## config.mk

```make
export PLATFORM = sky130hd
export DESIGN_NAME = kvm_secure_channel_switch_control
export DESIGN_NICKNAME = d
export VERILOG_FILES = /design/src/hw/kvm_secure_channel_switch_control.v /design/src/hw/kbd_byte_buffer.v
export VERILOG_INCLUDE_DIRS = /design/src /design/src/hw
export SDC_FILE = /design/constraint.sdc
export NUM_CORES = 1
export LEC_CHECK = 0
export ABC_AREA = 1
export CAP_MARGIN = 20
export CORE_MARGIN = 8
export CORE_UTILIZATION = 65
export CTS_BUF_LIST = sky130_fd_sc_hd__clkbuf_4 sky130_fd_sc_hd__clkbuf_8
export CTS_CLUSTER_DIAMETER = 100
export DETAILED_ROUTE_END_ITERATION = 7
export DONT_BUFFER_PORTS = 1
export PLACE_DENSITY = 0.87
export SYNTH_ARGS = -nofsm -noshare
export SYNTH_HDL_FRONTEND = slang
export SYNTH_HIERARCHICAL = 1
export SYNTH_SLANG_ARGS = --single-unit
```

## constraint.sdc

```tcl
create_clock -name clk_sys -period 11.3 [get_ports clk_sys]
set_clock_uncertainty 0.2 [all_clocks]
set_input_delay 1.13 -clock clk_sys [delete_from_list [all_inputs] [get_ports clk_sys]]
set_output_delay 1.13 -clock clk_sys [all_outputs]
set_load 0.01 [all_outputs]
```

## src/hw/kvm_switch_regs.vh

```
// Constants shared by the channel switch control logic
`ifndef KVM_SWITCH_REGS_VH
`define KVM_SWITCH_REGS_VH

// Clock rate in kHz (100 MHz)
`define KVM_CLK_KHZ       100000
// Authentication power-off time in ms, least value
`define KVM_AUTH_OFF_MS   1000
// Contact debounce settling time in ms
`define KVM_DEBOUNCE_MS   5
// Derived cycle counts
`define KVM_AUTH_OFF_CYC  (`KVM_AUTH_OFF_MS * `KVM_CLK_KHZ)
`define KVM_DEBOUNCE_CYC  (`KVM_DEBOUNCE_MS * `KVM_CLK_KHZ)

// Channel index after boot (first computer)
`define KVM_SEL_RESET     0

// Video sideband transaction kinds
`define KVM_AUX_EDID      3'h0
`define KVM_AUX_HPD       3'h1
`define KVM_AUX_LTRAIN    3'h2
`define KVM_AUX_CEC       3'h3
`define KVM_AUX_HDCP      3'h4
`define KVM_AUX_MCCS      3'h5
// Sideband direction: display toward computer
`define KVM_DIR_TO_HOST   1'b1

`endif

```

## src/hw/kvm_secure_channel_switch_control.v

```verilog
// Channel selection, routing gates, session control and tamper handling
`timescale 1ns/1ns
`include "kvm_switch_regs.vh"
module kvm_secure_channel_switch_control #(
	parameter        N               = 4,
	parameter        CW              = 2,
	parameter        VW              = 8,
	parameter        MULTI_VIEWER    = 0,
	parameter [31:0] AUTH_OFF_CYCLES = `KVM_AUTH_OFF_CYC,
	parameter [31:0] DEBOUNCE_CYCLES = `KVM_DEBOUNCE_CYC
) (
	// Clock and reset
	input  wire            clk_sys,
	input  wire            reset,
	// User controls (pins)
	input  wire [N-1:0]    panelBtn,
	input  wire [N-1:0]    remoteBtn,
	input  wire            remoteAttached,
	// Guard gesture request (internal, same clock)
	input  wire            guardReqValid,
	input  wire [CW-1:0]   guardReqChan,
	// Self-test and anti-tamper (pins)
	input  wire            selfTestDone,
	input  wire            selfTestPass,
	input  wire            tamperSense,
	input  wire            batteryFault,
	input  wire            tamperRecord,
	// Authentication port status (pins)
	input  wire            cardPresent,
	input  wire            authDevPresent,
	// Keyboard stream, peripheral to host
	input  wire            kbdInValid,
	input  wire [7:0]      kbdInData,
	output wire            kbdInReady,
	output wire [N-1:0]    kbdOutValid,
	output wire [7:0]      kbdOutData,
	input  wire [N-1:0]    kbdOutReady,
	// Mouse stream, peripheral to host
	input  wire            msInValid,
	input  wire [7:0]      msInData,
	output wire [N-1:0]    msOutValid,
	output wire [7:0]      msOutData,
	// Authentication device data, both directions
	input  wire            uaDevValid,
	input  wire [7:0]      uaDevData,
	output wire [N-1:0]    uaHostValid,
	output wire [7:0]      uaHostData,
	input  wire [N-1:0]    uaHostInValid,
	input  wire [N*8-1:0]  uaHostInData,
	output wire            uaDevOutValid,
	output wire [7:0]      uaDevOutData,
	output wire            authPower,
	output wire            authSessionEnd,
	// Video, computer to display
	input  wire [N-1:0]    vidInValid,
	input  wire [N*VW-1:0] vidInData,
	output wire            vidOutValid,
	output wire [VW-1:0]   vidOutData,
	// Video sideband classification
	input  wire            auxValid,
	input  wire            auxDir,
	input  wire [2:0]      auxKind,
	output wire            auxPass,
	output wire            auxBlock,
	input  wire            hpdDisplay,
	output wire [N-1:0]    hpdHost,
	// Indicators and status
	output wire [N-1:0]    ledPanel,
	output wire [N-1:0]    ledRemote,
	output wire [CW-1:0]   osdChan,
	output wire            failLed,
	output wire            tamperLatched,
	output wire            secureState
);
	// ****************************************
	// Constants and helpers
	// ****************************************
	localparam PW = 2*N + 10;
	localparam [2:0] ST_TEST = 3'b001;
	localparam [2:0] ST_RUN  = 3'b010;
	localparam [2:0] ST_FAIL = 3'b100;
	localparam [CW-1:0] SEL_BOOT = `KVM_SEL_RESET;

	// Lowest set bit's index
	function [CW-1:0] firstSet;
		input [N-1:0] v;
		integer k;
		begin
			firstSet = {CW{1'b0}};
			for (k = N-1; k >= 0; k = k - 1)
				if (v[k])
					firstSet = k[CW-1:0];
		end
	endfunction

	// Sideband kinds allowed through, by direction
	function auxAllowed;
		input       dir;
		input [2:0] kind;
		begin
			case (kind)
				`KVM_AUX_EDID:   auxAllowed = (dir == `KVM_DIR_TO_HOST);
				`KVM_AUX_HPD:    auxAllowed = (dir == `KVM_DIR_TO_HOST);
				`KVM_AUX_LTRAIN: auxAllowed = 1'b1;
				default:         auxAllowed = 1'b0;
			endcase
		end
	endfunction

	// ****************************************
	// Pin synchronisers
	// ****************************************
	reg  [PW-1:0] pinMeta_ff;
	reg  [PW-1:0] pinSync_ff;
	wire [PW-1:0] pinRaw;

	assign pinRaw = {hpdDisplay, tamperRecord, remoteAttached, authDevPresent, cardPresent,
		tamperSense, batteryFault, selfTestPass, selfTestDone, 1'b0, remoteBtn, panelBtn};

	// Two flops before any logic reads a pin
	always @(posedge clk_sys or posedge reset) begin
		if (reset) begin
			pinMeta_ff <= {PW{1'b0}};
			pinSync_ff <= {PW{1'b0}};
		end else begin
			pinMeta_ff <= pinRaw;
			pinSync_ff <= pinMeta_ff;
		end
	end

	wire [N-1:0] panelSync   = pinSync_ff[N-1:0];
	wire [N-1:0] remoteSync  = pinSync_ff[2*N-1:N];
	wire         testDoneS   = pinSync_ff[2*N+1];
	wire         testPassS   = pinSync_ff[2*N+2];
	wire         batteryS    = pinSync_ff[2*N+3];
	wire         tamperS     = pinSync_ff[2*N+4];
	wire         cardS       = pinSync_ff[2*N+5];
	wire         authDevS    = pinSync_ff[2*N+6];
	wire         remoteAttS  = pinSync_ff[2*N+7];
	wire         recordS     = pinSync_ff[2*N+8];
	wire         hpdS        = pinSync_ff[2*N+9];

	// ****************************************
	// Debounce, one counter per button group
	// ****************************************
	wire [2*N-1:0] dbRaw = {remoteSync, panelSync};
	wire [2*N-1:0] dbPress;
	genvar g;
	generate
		for (g = 0; g < 2; g = g + 1) begin : gDeb
			reg [N-1:0] last_ff;
			reg [N-1:0] stable_ff;
			reg [N-1:0] prev_ff;
			reg [31:0]  cnt_ff;
			// Group must hold still for the settling time before it counts
			always @(posedge clk_sys or posedge reset) begin
				if (reset) begin
					last_ff   <= {N{1'b0}};
					stable_ff <= {N{1'b0}};
					prev_ff   <= {N{1'b0}};
					cnt_ff    <= 32'h00000000;
				end else begin
					prev_ff <= stable_ff;
					if (dbRaw[g*N +: N] != last_ff) begin
						last_ff <= dbRaw[g*N +: N];
						cnt_ff  <= 32'h00000000;
					end else if (cnt_ff >= DEBOUNCE_CYCLES - 32'h00000001) begin
						stable_ff <= last_ff;
					end else begin
						cnt_ff <= cnt_ff + 32'h00000001;
					end
				end
			end
			assign dbPress[g*N +: N] = stable_ff & ~prev_ff;
		end
	endgenerate

	// ****************************************
	// Switch request arbitration
	// ****************************************
	reg  [2:0]    state_ff;
	reg  [2:0]    nxt_state;
	reg  [CW-1:0] sel_ff;
	wire          active = (state_ff == ST_RUN);
	// Remote takes authority whenever attached; panel presses are then ignored
	wire [N-1:0]  userPress = remoteAttS ? dbPress[2*N-1:N] : dbPress[N-1:0];
	// Only express user sources exist; no host or hotkey path reaches here
	wire          guardOk   = (MULTI_VIEWER != 0) && guardReqValid;
	wire          reqValid  = (|userPress) || guardOk;
	wire [CW-1:0] reqChan   = (|userPress) ? firstSet(userPress) : guardReqChan;
	// Same channel again is a no-op
	wire          doSwitch  = active && reqValid && (reqChan != sel_ff);

	// ****************************************
	// Security state machine
	// ****************************************
	reg  tamper_ff;
	wire tamperHit = tamperS || batteryS || recordS;

	// Self-test is only looked at once, before the first run
	always @* begin
		nxt_state = state_ff;
		case (state_ff)
			ST_TEST: begin
				if (tamperHit || tamper_ff)
					nxt_state = ST_FAIL;
				else if (testDoneS)
					nxt_state = testPassS ? ST_RUN : ST_FAIL;
			end
			ST_RUN: begin
				if (tamperHit)
					nxt_state = ST_FAIL;
			end
			ST_FAIL: nxt_state = ST_FAIL;
			default: nxt_state = ST_FAIL;
		endcase
	end

	// State, sticky tamper status and shared selection
	always @(posedge clk_sys or posedge reset) begin
		if (reset) begin
			state_ff  <= ST_TEST;
			tamper_ff <= 1'b0;
			sel_ff    <= SEL_BOOT;
		end else begin
			state_ff <= nxt_state;
			if (tamperHit)
				tamper_ff <= 1'b1;
			if (doSwitch)
				sel_ff <= reqChan;
		end
	end

	// ****************************************
	// Authentication session and power
	// ****************************************
	reg        cardPrev_ff;
	reg        authDevPrev_ff;
	reg        sessEnd_ff;
	reg [31:0] offCnt_ff;

	// Removal edges and switches end the session; switch also reloads off time
	always @(posedge clk_sys or posedge reset) begin
		if (reset) begin
			cardPrev_ff    <= 1'b0;
			authDevPrev_ff <= 1'b0;
			sessEnd_ff     <= 1'b0;
			offCnt_ff      <= 32'h00000000;
		end else begin
			cardPrev_ff    <= cardS;
			authDevPrev_ff <= authDevS;
			sessEnd_ff     <= doSwitch
				|| (cardPrev_ff && !cardS)
				|| (authDevPrev_ff && !authDevS);
			if (doSwitch)
				offCnt_ff <= AUTH_OFF_CYCLES;
			else if (offCnt_ff != 32'h00000000)
				offCnt_ff <= offCnt_ff - 32'h00000001;
		end
	end

	assign authSessionEnd = sessEnd_ff;
	assign authPower      = active && (offCnt_ff == 32'h00000000);
	wire   uaOpen         = authPower;

	// ****************************************
	// Data routing gates
	// ****************************************
	wire [N-1:0] selHot = active ? ({{(N-1){1'b0}}, 1'b1} << sel_ff) : {N{1'b0}};

	// Keyboard bytes sit only in volatile flops and are wiped on switch or failure
	wire       kbdBufValid;
	wire [7:0] kbdBufData;
	kbd_byte_buffer #(
		.DW    (8),
		.DEPTH (4),
		.AW    (2)
	) uKbdBuf (
		.clk_sys (clk_sys),
		.reset   (reset),
		.purge   (doSwitch || !active),
		.wrValid (kbdInValid),
		.wrData  (kbdInData),
		.wrReady (kbdInReady),
		.rdValid (kbdBufValid),
		.rdData  (kbdBufData),
		.rdReady (|(kbdOutReady & selHot))
	);
	assign kbdOutValid = {N{kbdBufValid}} & selHot;
	assign kbdOutData  = kbdBufData;

	reg [N-1:0]  msValid_ff;
	reg [7:0]    msData_ff;
	reg [N-1:0]  uaHostValid_ff;
	reg [7:0]    uaHostData_ff;
	reg          uaDevValid_ff;
	reg [7:0]    uaDevData_ff;
	reg          vidValid_ff;
	reg [VW-1:0] vidData_ff;
	reg [N-1:0]  hpd_ff;

	// Forward-only registered paths; no return path exists for keyboard, mouse or video
	always @(posedge clk_sys or posedge reset) begin
		if (reset) begin
			msValid_ff     <= {N{1'b0}};
			msData_ff      <= 8'h00;
			uaHostValid_ff <= {N{1'b0}};
			uaHostData_ff  <= 8'h00;
			uaDevValid_ff  <= 1'b0;
			uaDevData_ff   <= 8'h00;
			vidValid_ff    <= 1'b0;
			vidData_ff     <= {VW{1'b0}};
			hpd_ff         <= {N{1'b0}};
		end else begin
			msValid_ff <= {N{msInValid}} & selHot;
			msData_ff  <= msInData;
			// Authentication uses its own registers only
			uaHostValid_ff <= {N{uaDevValid && uaOpen}} & selHot;
			uaHostData_ff  <= uaDevData;
			uaDevValid_ff  <= uaOpen && |(uaHostInValid & selHot);
			uaDevData_ff   <= uaHostInData[sel_ff*8 +: 8];
			vidValid_ff    <= active && vidInValid[sel_ff];
			vidData_ff     <= vidInData[sel_ff*VW +: VW];
			hpd_ff         <= {N{hpdS}} & selHot;
		end
	end

	assign msOutValid    = msValid_ff;
	assign msOutData     = msData_ff;
	assign uaHostValid   = uaHostValid_ff;
	assign uaHostData    = uaHostData_ff;
	assign uaDevOutValid = uaDevValid_ff;
	assign uaDevOutData  = uaDevData_ff;
	assign vidOutValid   = vidValid_ff;
	assign vidOutData    = vidData_ff;
	assign hpdHost       = hpd_ff;

	// Sideband: only display EDID reads reach internal memory from outside
	assign auxPass  = auxValid && active && auxAllowed(auxDir, auxKind);
	assign auxBlock = auxValid && !auxPass;

	// ****************************************
	// Indicators
	// ****************************************
	reg [N-1:0]  ledPanel_ff;
	reg [N-1:0]  ledRemote_ff;
	reg [CW-1:0] osd_ff;
	reg          fail_ff;

	// Channel lamps and OSD derive from the one selection register; the fail lamp derives from the state
	always @(posedge clk_sys or posedge reset) begin
		if (reset) begin
			ledPanel_ff  <= {N{1'b0}};
			ledRemote_ff <= {N{1'b0}};
			osd_ff       <= {CW{1'b0}};
			fail_ff      <= 1'b0;
		end else begin
			ledPanel_ff  <= selHot;
			ledRemote_ff <= remoteAttS ? selHot : {N{1'b0}};
			osd_ff       <= sel_ff;
			fail_ff      <= (state_ff == ST_FAIL);
		end
	end

	assign ledPanel      = ledPanel_ff;
	assign ledRemote     = ledRemote_ff;
	assign osdChan       = osd_ff;
	assign failLed       = fail_ff;
	assign tamperLatched = tamper_ff;
	assign secureState   = (state_ff == ST_FAIL);
endmodule // kvm_secure_channel_switch_control

```

## src/hw/kbd_byte_buffer.v

```verilog
// Volatile keyboard byte buffer with a wipe on purge
`timescale 1ns/1ns
module kbd_byte_buffer #(
	parameter DW    = 8,
	parameter DEPTH = 4,
	parameter AW    = 2
) (
	// Clock and reset
	input  wire          clk_sys,
	input  wire          reset,
	// Wipe all contents
	input  wire          purge,
	// Filling side
	input  wire          wrValid,
	input  wire [DW-1:0] wrData,
	output wire          wrReady,
	// Draining side
	output wire          rdValid,
	output wire [DW-1:0] rdData,
	input  wire          rdReady
);
	reg [DW-1:0] mem_ff [0:DEPTH-1];
	reg [AW-1:0] wp_ff;
	reg [AW-1:0] rp_ff;
	reg [AW:0]   count_ff;
	reg [DW-1:0] rdData_ff;
	reg          rdValid_ff;
	wire         doWrite;
	wire         doLoad;
	integer      i;
	localparam [AW:0] FULL = DEPTH;

	// Stall the source while full or wiping
	assign wrReady = (count_ff != FULL) && !purge;
	assign doWrite = wrValid && wrReady;
	assign doLoad  = !purge && (count_ff != {(AW+1){1'b0}}) && (!rdValid_ff || rdReady);
	assign rdValid = rdValid_ff;
	assign rdData  = rdData_ff;

	// Storage, pointers and output register; purge zeroes every byte, not just pointers
	always @(posedge clk_sys or posedge reset) begin
		if (reset) begin
			for (i = 0; i < DEPTH; i = i + 1)
				mem_ff[i] <= {DW{1'b0}};
			wp_ff      <= {AW{1'b0}};
			rp_ff      <= {AW{1'b0}};
			count_ff   <= {(AW+1){1'b0}};
			rdData_ff  <= {DW{1'b0}};
			rdValid_ff <= 1'b0;
		end else if (purge) begin
			for (i = 0; i < DEPTH; i = i + 1)
				mem_ff[i] <= {DW{1'b0}};
			wp_ff      <= {AW{1'b0}};
			rp_ff      <= {AW{1'b0}};
			count_ff   <= {(AW+1){1'b0}};
			rdData_ff  <= {DW{1'b0}};
			rdValid_ff <= 1'b0;
		end else begin
			if (doWrite) begin
				mem_ff[wp_ff] <= wrData;
				wp_ff         <= wp_ff + 1'b1;
			end
			if (doLoad) begin
				rdData_ff     <= mem_ff[rp_ff];
				mem_ff[rp_ff] <= {DW{1'b0}}; // Leave no copy behind
				rp_ff         <= rp_ff + 1'b1;
				rdValid_ff    <= 1'b1;
			end else if (rdReady) begin
				rdValid_ff <= 1'b0;
			end
			if (doWrite && !doLoad)
				count_ff <= count_ff + 1'b1;
			else if (!doWrite && doLoad)
				count_ff <= count_ff - 1'b1;
		end
	end
endmodule // kbd_byte_buffer

```

Word-level counts from Yosys, hierarchy flattened. Index checks and enable logic that the tools add are counted.

Bits in registers: 268. Output and inout port bits: 76.

Add/sub/neg operators: 7. Magnitude comparators: 7. Eq/ne operators: 13. Shift-type cells: 3. Multiplexer cells: 46. Bitwise logic cells: 16. Reductions and logical operators: 50.

Operators by type and width (number): two-way mux 32 bit (10); adder 32 x 1 -> 32 bit (second input constant) (2); >= comparator 32 x 19 -> 1 bit (second input constant) (2); variable part select 32 x 6 -> 8 bit (2); two-way mux 8 bit (6); bitwise AND 32 bit (1); bitwise AND 4 bit (8); bitwise mux 32 bit (1); demux 8 bit (select 2 bit) (2); logical NOT 32 bit (1); inverter 32 bit (1); nonzero test 32 bit (1); subtractor 32 x 1 -> 32 bit (second input constant) (1); two-way mux 3 bit (7); logical AND 1 bit (19); two-way mux 2 bit (9); binary-select mux 8 bit (select 2 bit) (1); two-way mux 4 bit (3); OR reduction 4 bit (3); nonzero test 3 bit (3); logical NOT 1 bit (8); inequality test 4 bit (2); inverter 4 bit (2); logical OR 1 bit (7); 24 further kinds (40).

Longest topological paths before layout. Gate-level depths: netlist (run 1).

Depth after elaboration: 19. Mapped depth: 24.

Modules after synthesis. Netlist (run 1), hierarchy kept.

By module, submodules not included: kvm_secure_channel_switch_control (instances 1, cells each 1078, area each 9741.8 sq um, sequential area each 5506.5 sq um); kbd_byte_buffer (instances 1, cells each 354, area each 2671.3 sq um, sequential area each 1201.2 sq um).

Least setup slack after synthesis (run 1). Ideal clock, no wire load.

Path type: input to output. From: input guardReqChan[1]. To: output kbdInReady. Arrival: 2.142 ns. Setup slack: 7.828 ns. Stages: 13. Path buffers: 2. Cell sequence: inv_1 -> nand3_1 -> nand2_1 -> nand2_1 -> nand2_1 -> nand3_2 -> nand2_4 -> buf_4 -> nand2_1 -> buf_6 -> clkinv_4 -> nand2_4 -> inv_1.

Word-level cells in the longest chain between the ends: 6.

Ends and longest elaborated chain: start, declared (line kvm_secure_channel_switch_control.v:21) `input wire [CW-1:0] guardReqChan,`; two-way mux 2 bit (line kvm_secure_channel_switch_control.v:190) `wire [CW-1:0] reqChan = (|userPress) ? firstSet(userPress) : guardReqChan;`; inequality test 2 bit (line kvm_secure_channel_switch_control.v:192) `wire doSwitch = active && reqValid && (reqChan != sel_ff);`; logical AND 1 bit (line kvm_secure_channel_switch_control.v:192); logical OR 1 bit (line kvm_secure_channel_switch_control.v:281) `.purge (doSwitch || !active),`; logical NOT 1 bit (line kbd_byte_buffer.v:34) `assign wrReady = (count_ff != FULL) && !purge;`; logical AND 1 bit (line kbd_byte_buffer.v:34); end, declared (line kvm_secure_channel_switch_control.v:34) `output wire kbdInReady,`.

Every way passes these cells.

Worst setup path in the final report (run 1).
From: register state_ff[2]. To: output kbdInReady.

Word-level cells in the longest chain between the ends: 6.

Ends and longest elaborated chain: start, declared (line kvm_secure_channel_switch_control.v:181) `reg [2:0] state_ff;`; start signal, assigned (line kvm_secure_channel_switch_control.v:226) `state_ff <= nxt_state;`; == test 3 x 2 -> 1 bit (*) (line kvm_secure_channel_switch_control.v:184) `wire active = (state_ff == ST_RUN);`; logical AND 1 bit (2 in series) (line kvm_secure_channel_switch_control.v:192); logical OR 1 bit (*) (line kvm_secure_channel_switch_control.v:281); logical NOT 1 bit (*) (line kbd_byte_buffer.v:34); logical AND 1 bit (*) (line kbd_byte_buffer.v:34).

Every way passes the cells marked *; elsewhere a longest branch is shown, timed or not.

==> summary.txt, run 1 <==
Status
  – Status: finished, final reports clean

Timing
  – Fin crit share: 0.394
  – Max Freq: 225 MHz
  – Setup ws final: 6.85 ns
  – Headroom to the max-slew limit: 0.244
  – Slew Limit Fails: 0
  – Final Setup Violations: 0
  – Worst Max-Slew Pin Slew: 1.13 ns
  – Final hold vios: 0
  – Final TNS setup: 0 ns
  – RSZ-0062 raised after global routing: false
  – Tmin final: 4.45 ns
  – Minimum hold slack: 0.134 ns

Synthesis
  – Post-Syn Area: 12400 µm²
  – Ys Warns: 6
  – Post-Synthesis Cells: 1432
  – Synth async-reset ratio: 1.00
  – Synth Flop Type: dfrtp_1
  – Post-Syn Nets: 1574
  – Number of library cell types mapped by synthesis: 47
  – Register bit count reported by yosys: 268
  – Syn Area/Cell: 8.67 µm²
  – EDFF count, synth: 0
  – Sequential area share after synthesis: 0.540

Critical path
  – Critical Path End Type: output port
  – Worst R2R End: uKbdBuf/count_ff[2]
  – Crit path required time: 9.97 ns
  – Reg-to-Reg Start: sel_ff[0]
  – Critical Path Start Type: register
  – Crit Path Max Fanout: 21
  – CP arrival: 3.12 ns
  – Worst setup path category: reg2out
  – R2R setup slack: 7.17 ns
  – R2R depth: 18

Clock tree
  – # Post-CTS Setup Buffers: 0
  – Clk buf depth: 3
  – Hold-fix buffers, CTS: 0
  – CTS tree: done
  – Clock transition at the registers of the reported paths: 0.07 ns
  – Clk root buf: clkbuf_8
  – Htree depth: 2
  – CTS resizes: 0
  – CTS sink cnt: 268
  – CTS buffer count: 43
  – Clock latency on the worst-skew pair: 0.56 ns

Die
  – I/O pin cnt: 206
  – Std-Cell Rows: 50
  – Die H: 154 µm
  – Total core area: 18700 µm²
  – Die ar.: 23800 µm²
  – Die width: 154 µm
  – Initial Util: 0.664

Drt
  – Detailed Route WL: 29900 µm
  – Vias/cell: 5.66
  – DR DRC count: 0
  – Number of routed nets with antenna violations: 0
  – Drt pass-1 iters: 6
  – DR vias: 9604
  – Wire per inst: 17.6 µm
  – Initial DRC Count: 1086

GRT
  – Overflow after GRT: 0
  – Global-route wire length before repair: 47000 µm
  – Antenna violations before repair: 1
  – Vias in the first global route: 9449
  – GRT Total Usage: 0.244
  – Largest net degree at the start of global routing: 154

Placed design
  – GPL Wtd Cong: 0.920
  – Placed Area: 12400 µm²
  – HPWL after detailed placement: 19900 µm
  – IO Port Bufs: 0
  – Dpl ws: 6.92 ns

Hold path
  – Hold crit path type: in2async

Finish
  – Final-stage net count: 1575
  – Fraction of layout cells with a size suffix above 1: 0.104
  – Synth-to-Final Area Change: 8.24%
  – FF+latch area: 6710 µm²
  – Post-route cell area: 13400 µm²
  – ANT cells: 0
  – FILL cells: 1320
  – Area of the multi-input gates: 4760 µm²

Power
  – P_leak: 6.56 nW
  – Worst VDD drop: 0.115 mV
  – Power per cell area: 145 nW/µm²

Run
  – Maximum Capacitance Violations: 0
cells by family after synthesis:
logic type / share of synthesized area
compound gates: 0.0611
buf+inv: 0.0762
simple gates: 0.274
xor+xnor: 0.0353
fa+ha+maj: 0.0127
flops: 0.540
cells in the mapped netlist, types with 4 or more instances:
library cell,n,area (µm²)
nor2_4,6,67.6
nor2_2,20,125
a21oi_1,26,130
inv_1,160,601
nand3b_1,7,52.6
o21ai_1,7,35.0
nor3_1,28,140
xor2_1,46,403
nand3_2,4,40.0
buf_2,10,50.1
buf_4,4,30.0
nor3b_1,4,30.0
o21ai_0,66,330
nand3_1,88,440
buf_6,13,146
nand4_1,31,194
nand2_4,10,113
xnor2_1,4,35.0
nor2_1,224,841
a22oi_1,28,210
inv_2,4,15.0
ha_1,11,138
clkbuf_1,19,71.3
dfrtp_1,267,6680
nand2_2,15,93.8
nand2_1,305,1140
cells in the final DEF (no fill, tap or decap), types with 2 or more instances in the layout:
master     netlist  final
nand2_1        305    305
dfrtp_1        267    267
nor2_1         224    224
inv_1          160    158
nand3_1         88     88
o21ai_0         66     66
clkbuf_8         0     55
xor2_1          46     46
nand4_1         31     31
nor3_1          28     28
a22oi_1         28     28
a21oi_1         26     26
nor2_2          20     20
nand2_2         15     15
ha_1            11     11
nand2_4         10     10
clkbuf_4         0     10
nand3b_1         7      7
o21ai_1          7      7
nor2_4           6      6
inv_2            4      5
nand3_2          4      4
nor3b_1          4      4
xnor2_1          4      4
clkinv_2         0      4
bufinv_16        0      3
or2_0            2      2
clkinv_1         2      2
or2_2            2      2
inv_6            0      2
buf_4            4      2
worst max path at each step:
stage	startpoint	end	slack, ns	depth (start not counted)
floorplan	reset	authDevPrev_ff	3.95	1
global placement	sel_ff[1]	uKbdBuf/count_ff[2]	7.09	17
detailed placement	sel_ff[1]	uKbdBuf/count_ff[2]	6.92	17
CTS	state_ff[2]	kbdInReady	6.86	8
global route	state_ff[2]	kbdInReady	6.67	8
finish	state_ff[2]	kbdInReady	6.85	8
registers in the layout, indices dropped and copies added, names as in the netlist, 8 cells and up:
name,count
gDeb.cnt_ff,64
gDeb.last_ff,8
gDeb.prev_ff,8
gDeb.stable_ff,8
msOutData,8
offCnt_ff,32
pinMeta_ff,17
pinSync_ff,17
uKbdBuf/mem_ff,32
uKbdBuf/rdData,8
uaDevOutData,8
uaHostData,8
vidOutData,8
report_power, final:
group          total (mW)  switching [mW]  internal [mW]
clock network       0.923           0.383          0.540
logic              0.0371          0.0291        0.00803
registers           0.985          0.0111          0.974
worst max-delay path, cell delays in order, from the launching register on:
cell and delay, ns:
dfrtp_1 0.40, nor3_2 0.50, inv_1 0.29, nor2_1 0.31
nand2_4 0.26, nand2_1 0.41, clkinv_4 0.15, nand2_4 0.13
inv_1 0.10
final cells by class:
type	instances	area share
Clock buffer	65	0.0619
Clock inverter	10	0.0101
Inverter	168	0.0481
Multi-Input combinational cell	948	0.354
Sequential cell	268	0.499
Tap cell	234	0.0218
Timing Repair Buffer	4	0.00466
metal layers:
metal	global-route usage	wire length, µm	share of wire
met2	0.390	14500	0.48
met5	0	12	0.00040
met3	0.0811	2700	0.090
met4	0.0961	707	0.024
met1	0.305	12000	0.40
per-stage QoR:
step	instances	power, mW	util
3_3_place_gp	1619	1.04	0.664
2_1_floorplan	1432	1.03	-
6_report	1697	1.95	0.718
4_1_cts	1694	1.96	0.715
5_1_grt	1697	2.01	0.718
3_5_place_dp	1619	1.04	0.664
(Power assumes the default switching activity.)
==> run 2, diff against run 1 <==
--- a/config.mk
+++ b/config.mk
@@ -6,7 +6,7 @@
 export SDC_FILE = /design/constraint.sdc
 export NUM_CORES = 1
 export LEC_CHECK = 0
-export ABC_AREA = 1
+export ABC_AREA = 0
 export CAP_MARGIN = 20
 export CORE_MARGIN = 8
 export CORE_UTILIZATION = 65
==> constraint.sdc (replaced) <==
create_clock -name clk_sys -period 4.1 [get_ports clk_sys]
set_clock_uncertainty 0.2 [all_clocks]
set_input_delay 0.41 -clock clk_sys [delete_from_list [all_inputs] [get_ports clk_sys]]
set_output_delay 0.41 -clock clk_sys [all_outputs]
set_load 0.01 [all_outputs]
==> summary.txt, run 2 <==
Drt
  – Detailed Route WL: 27800 µm
  – Wire per inst: 20.5 µm
  – DR vias: 8595
  – Number of routed nets with antenna violations: 0
  – DR DRC count: 0
  – Drt pass-1 iters: 6
  – Initial DRC Count: 752
  – Vias/cell: 6.35

Placed design
  – Dpl ws: 0.456 ns
  – IO Port Bufs: 0
  – GPL Wtd Cong: 0.861
  – HPWL after detailed placement: 17900 µm

Die
  – Total core area: 17800 µm²
  – Std-Cell Rows: 49
  – Die ar.: 22400 µm²
  – Initial Util: 0.655
  – I/O pin cnt: 206
  – Die H: 150 µm
  – Die width: 150 µm

Synthesis
  – Synth async-reset ratio: 1.00
  – Sequential area share after synthesis: 0.576
  – Top-count cell post-synth: dfrtp_1
  – Ys Warns: 6
  – Yosys top cell area share: 0.574
  – Post-Syn Area: 11600 µm²
  – Register bit count reported by yosys: 268
  – EDFF count, synth: 0
  – Synth Flop Type: dfrtp_1
  – Area leader, netlist: dfrtp_1
  – Number of library cell types mapped by synthesis: 80
  – Post-Syn Nets: 1156
  – Post-Synthesis Cells: 1014
  – Top cells by area, synth: dfrtp_1 57%, mux4_2 4.8%, a21oi_1 3.3%, nand2_1 2.7%, nand3_1 2.7%
  – Post-synth top cells: 267 x dfrtp_1, 85 x nand2_1, 77 x a21oi_1
  – Syn Area/Cell: 11.5 µm²

Finish
  – Final-stage net count: 1237
  – Top flop regs: gDeb.cnt_ff: 64 flops, offCnt_ff: 32 flops, uKbdBuf/mem_ff: 32 flops
  – Commonest non-fill, non-tap cell in the layout: dfrtp_1
  – Most flops, register: gDeb.cnt_ff
  – Fraction of layout cells with a size suffix above 1: 0.136
  – Synth-to-Final Area Change: 15.9%
  – Commonest non-fill, non-tap cells in the layout: 267 x dfrtp_1, 85 x nand2_1, 78 x dlygate4sd3_1
  – Max FFs per register: 64

Timing
  – Tmin final: 3.69 ns
  – Setup ws final: 0.408 ns
  – Max Freq: 271 MHz
  – Headroom to the max-slew limit: 0.378
  – Final TNS setup: 0 ns
  – Final Setup Violations: 0
  – Fin crit share: 0.900
  – Final hold vios: 1
  – Slew Limit Fails: 0
  – Worst Max-Slew Pin Slew: 0.934 ns
  – Minimum hold slack: -0.0120 ns
  – RSZ-0062 raised after global routing: false

Clock tree
  – Clock latency on the worst-skew pair: 0.54 ns
  – CTS resizes: 0
  – CTS buffer count: 41
  – Htree depth: 2
  – Clock transition at the registers of the reported paths: 0.06 ns
  – CTS tree: done
  – CTS sink cnt: 268
  – Clk buf depth: 3
  – Clk root buf: clkbuf_8

GRT
  – Global-route wire length before repair: 44800 µm
  – Largest net degree at the start of global routing: 164
  – Antenna violations before repair: 2
  – GRT Total Usage: 0.250
  – Overflow after GRT: 0
  – Vias in the first global route: 8623

Hold path
  – Hold crit path type: in2reg

Critical path
  – CP arrival: 3.91 ns
  – Critical path's slowest cell: dfrtp_1
  – Crit path required time: 4.32 ns
  – Largest stage delay, worst path: 0.51 ns
  – CP Cell Sequence: or3b_2 > and2_1 > o21a_1 > o221ai_1 > nand2_1 > buf_4 > nor3_2 > nor2b_1 > fa_1 > nand2b_1 > o311a_1 > o21a_1
  – Critical Path Start Type: register
  – Critical Path End Type: register
  – Crit Path Max Fanout: 23
  – Most Frequent Cell on Critical Path: o21a_1
  – Worst setup path category: reg2reg

Power
  – Flop pwr share: 0.519
  – Share of total power in the clock network: 0.448
  – Internal: 4.12 mW
  – P_leak: 5.77 nW
  – Worst VDD drop: 0.432 mV
  – Sw Ratio: 0.212
  – Logic pwr share: 0.032
  – Power per cell area: 388 nW/µm²
  – Psw: 1.11 mW
  – Final Total Pwr: 5.23 mW

Status
  – Status: complete, but fails checks
  – Failing checks: hold timing

Run
  – Maximum Capacitance Violations: 0
-- run 2: power by group through the flow --
stage | clock network [mW] | registers, mW | logic [mW]
final | 2.35 | 2.72 | 0.169
after global routing | 2.52 | 2.72 | 0.188
after detailed placement | 0 | 2.77 | 0.104
after global placement | 0 | 2.76 | 0.102
after CTS | 2.38 | 2.72 | 0.169
after floorplan | 0 | 2.76 | 0.0822
-- run 2: layout make-up --
class,count,area (µm²)
repair buffers,97,936
multi-input cells,671,4630
fillers,1095,4280
clock buffers,61,752
well taps,229,287
diodes,2,5.00
flip-flops and latches,268,6710
inverters,16,63.8
clock inverters,9,120
-- run 2: timing repair --
action	CTS	global route
buffers inserted	0	0
endpoints found under the hold margin	359	0
hold buffers	78	0
endpoints found under the setup margin	0	0
-- run 2: final timing paths --
path	from	end	slack, ns	cells after the start
max	pinSync_ff[15]	uKbdBuf/count_ff[2]	0.41	12
min	uaHostInValid[3]	uaDevOutValid	-0.01	2
max reg2reg	pinSync_ff[15]	uKbdBuf/count_ff[2]	0.41	12
min reg2reg	pinMeta_ff[6]	pinSync_ff[6]	0.15	0
max in group asynchronous	reset	uaDevOutData[4]	2.54	3
min in group asynchronous	reset	uKbdBuf/mem_ff[9]	0.38	3
-- run 2: cell families after synthesis --
group	share of synthesized area
and+or+nand+nor	0.194
AOI/OAI and AO/OA	0.106
adders and majority gates	0.0135
xor gates and xnor gates	0.0188
muxes	0.0638
DFF	0.576
buffers and inverters	0.0278
-- run 2: routing by layer --
metal | up-vias | share of wire | routed length (µm) | GRT usage
met5 | - | 0 | 0 | 0
li1 | 3853 | - | - | -
met2 | 411 | 0.51 | 14100 | 0.426
met3 | 68 | 0.094 | 2610 | 0.0683
met4 | 0 | 0.025 | 697 | 0.0845
met1 | 4263 | 0.37 | 10400 | 0.301
-- run 2: critical path: cells and delay by family, from the launching register on --
| family | cells | cell delay, ns |
|---|---|---|
| compound gates | 4 | 0.90 |
| fa+ha+maj | 1 | 0.42 |
| buf+inv | 1 | 0.24 |
| flops | 1 | 0.51 |
| simple gates | 6 | 1.31 |
-- run 2: stage by stage --
stage / cell area (µm²) / instances / util
2_1_floorplan: 11600 / 1014 / -
3_3_place_gp: 11800 / 1203 / 0.666
3_5_place_dp: 11800 / 1203 / 0.666
4_1_cts: 13500 / 1351 / 0.759
5_1_grt: 13500 / 1353 / 0.759
6_report: 13500 / 1353 / 0.759
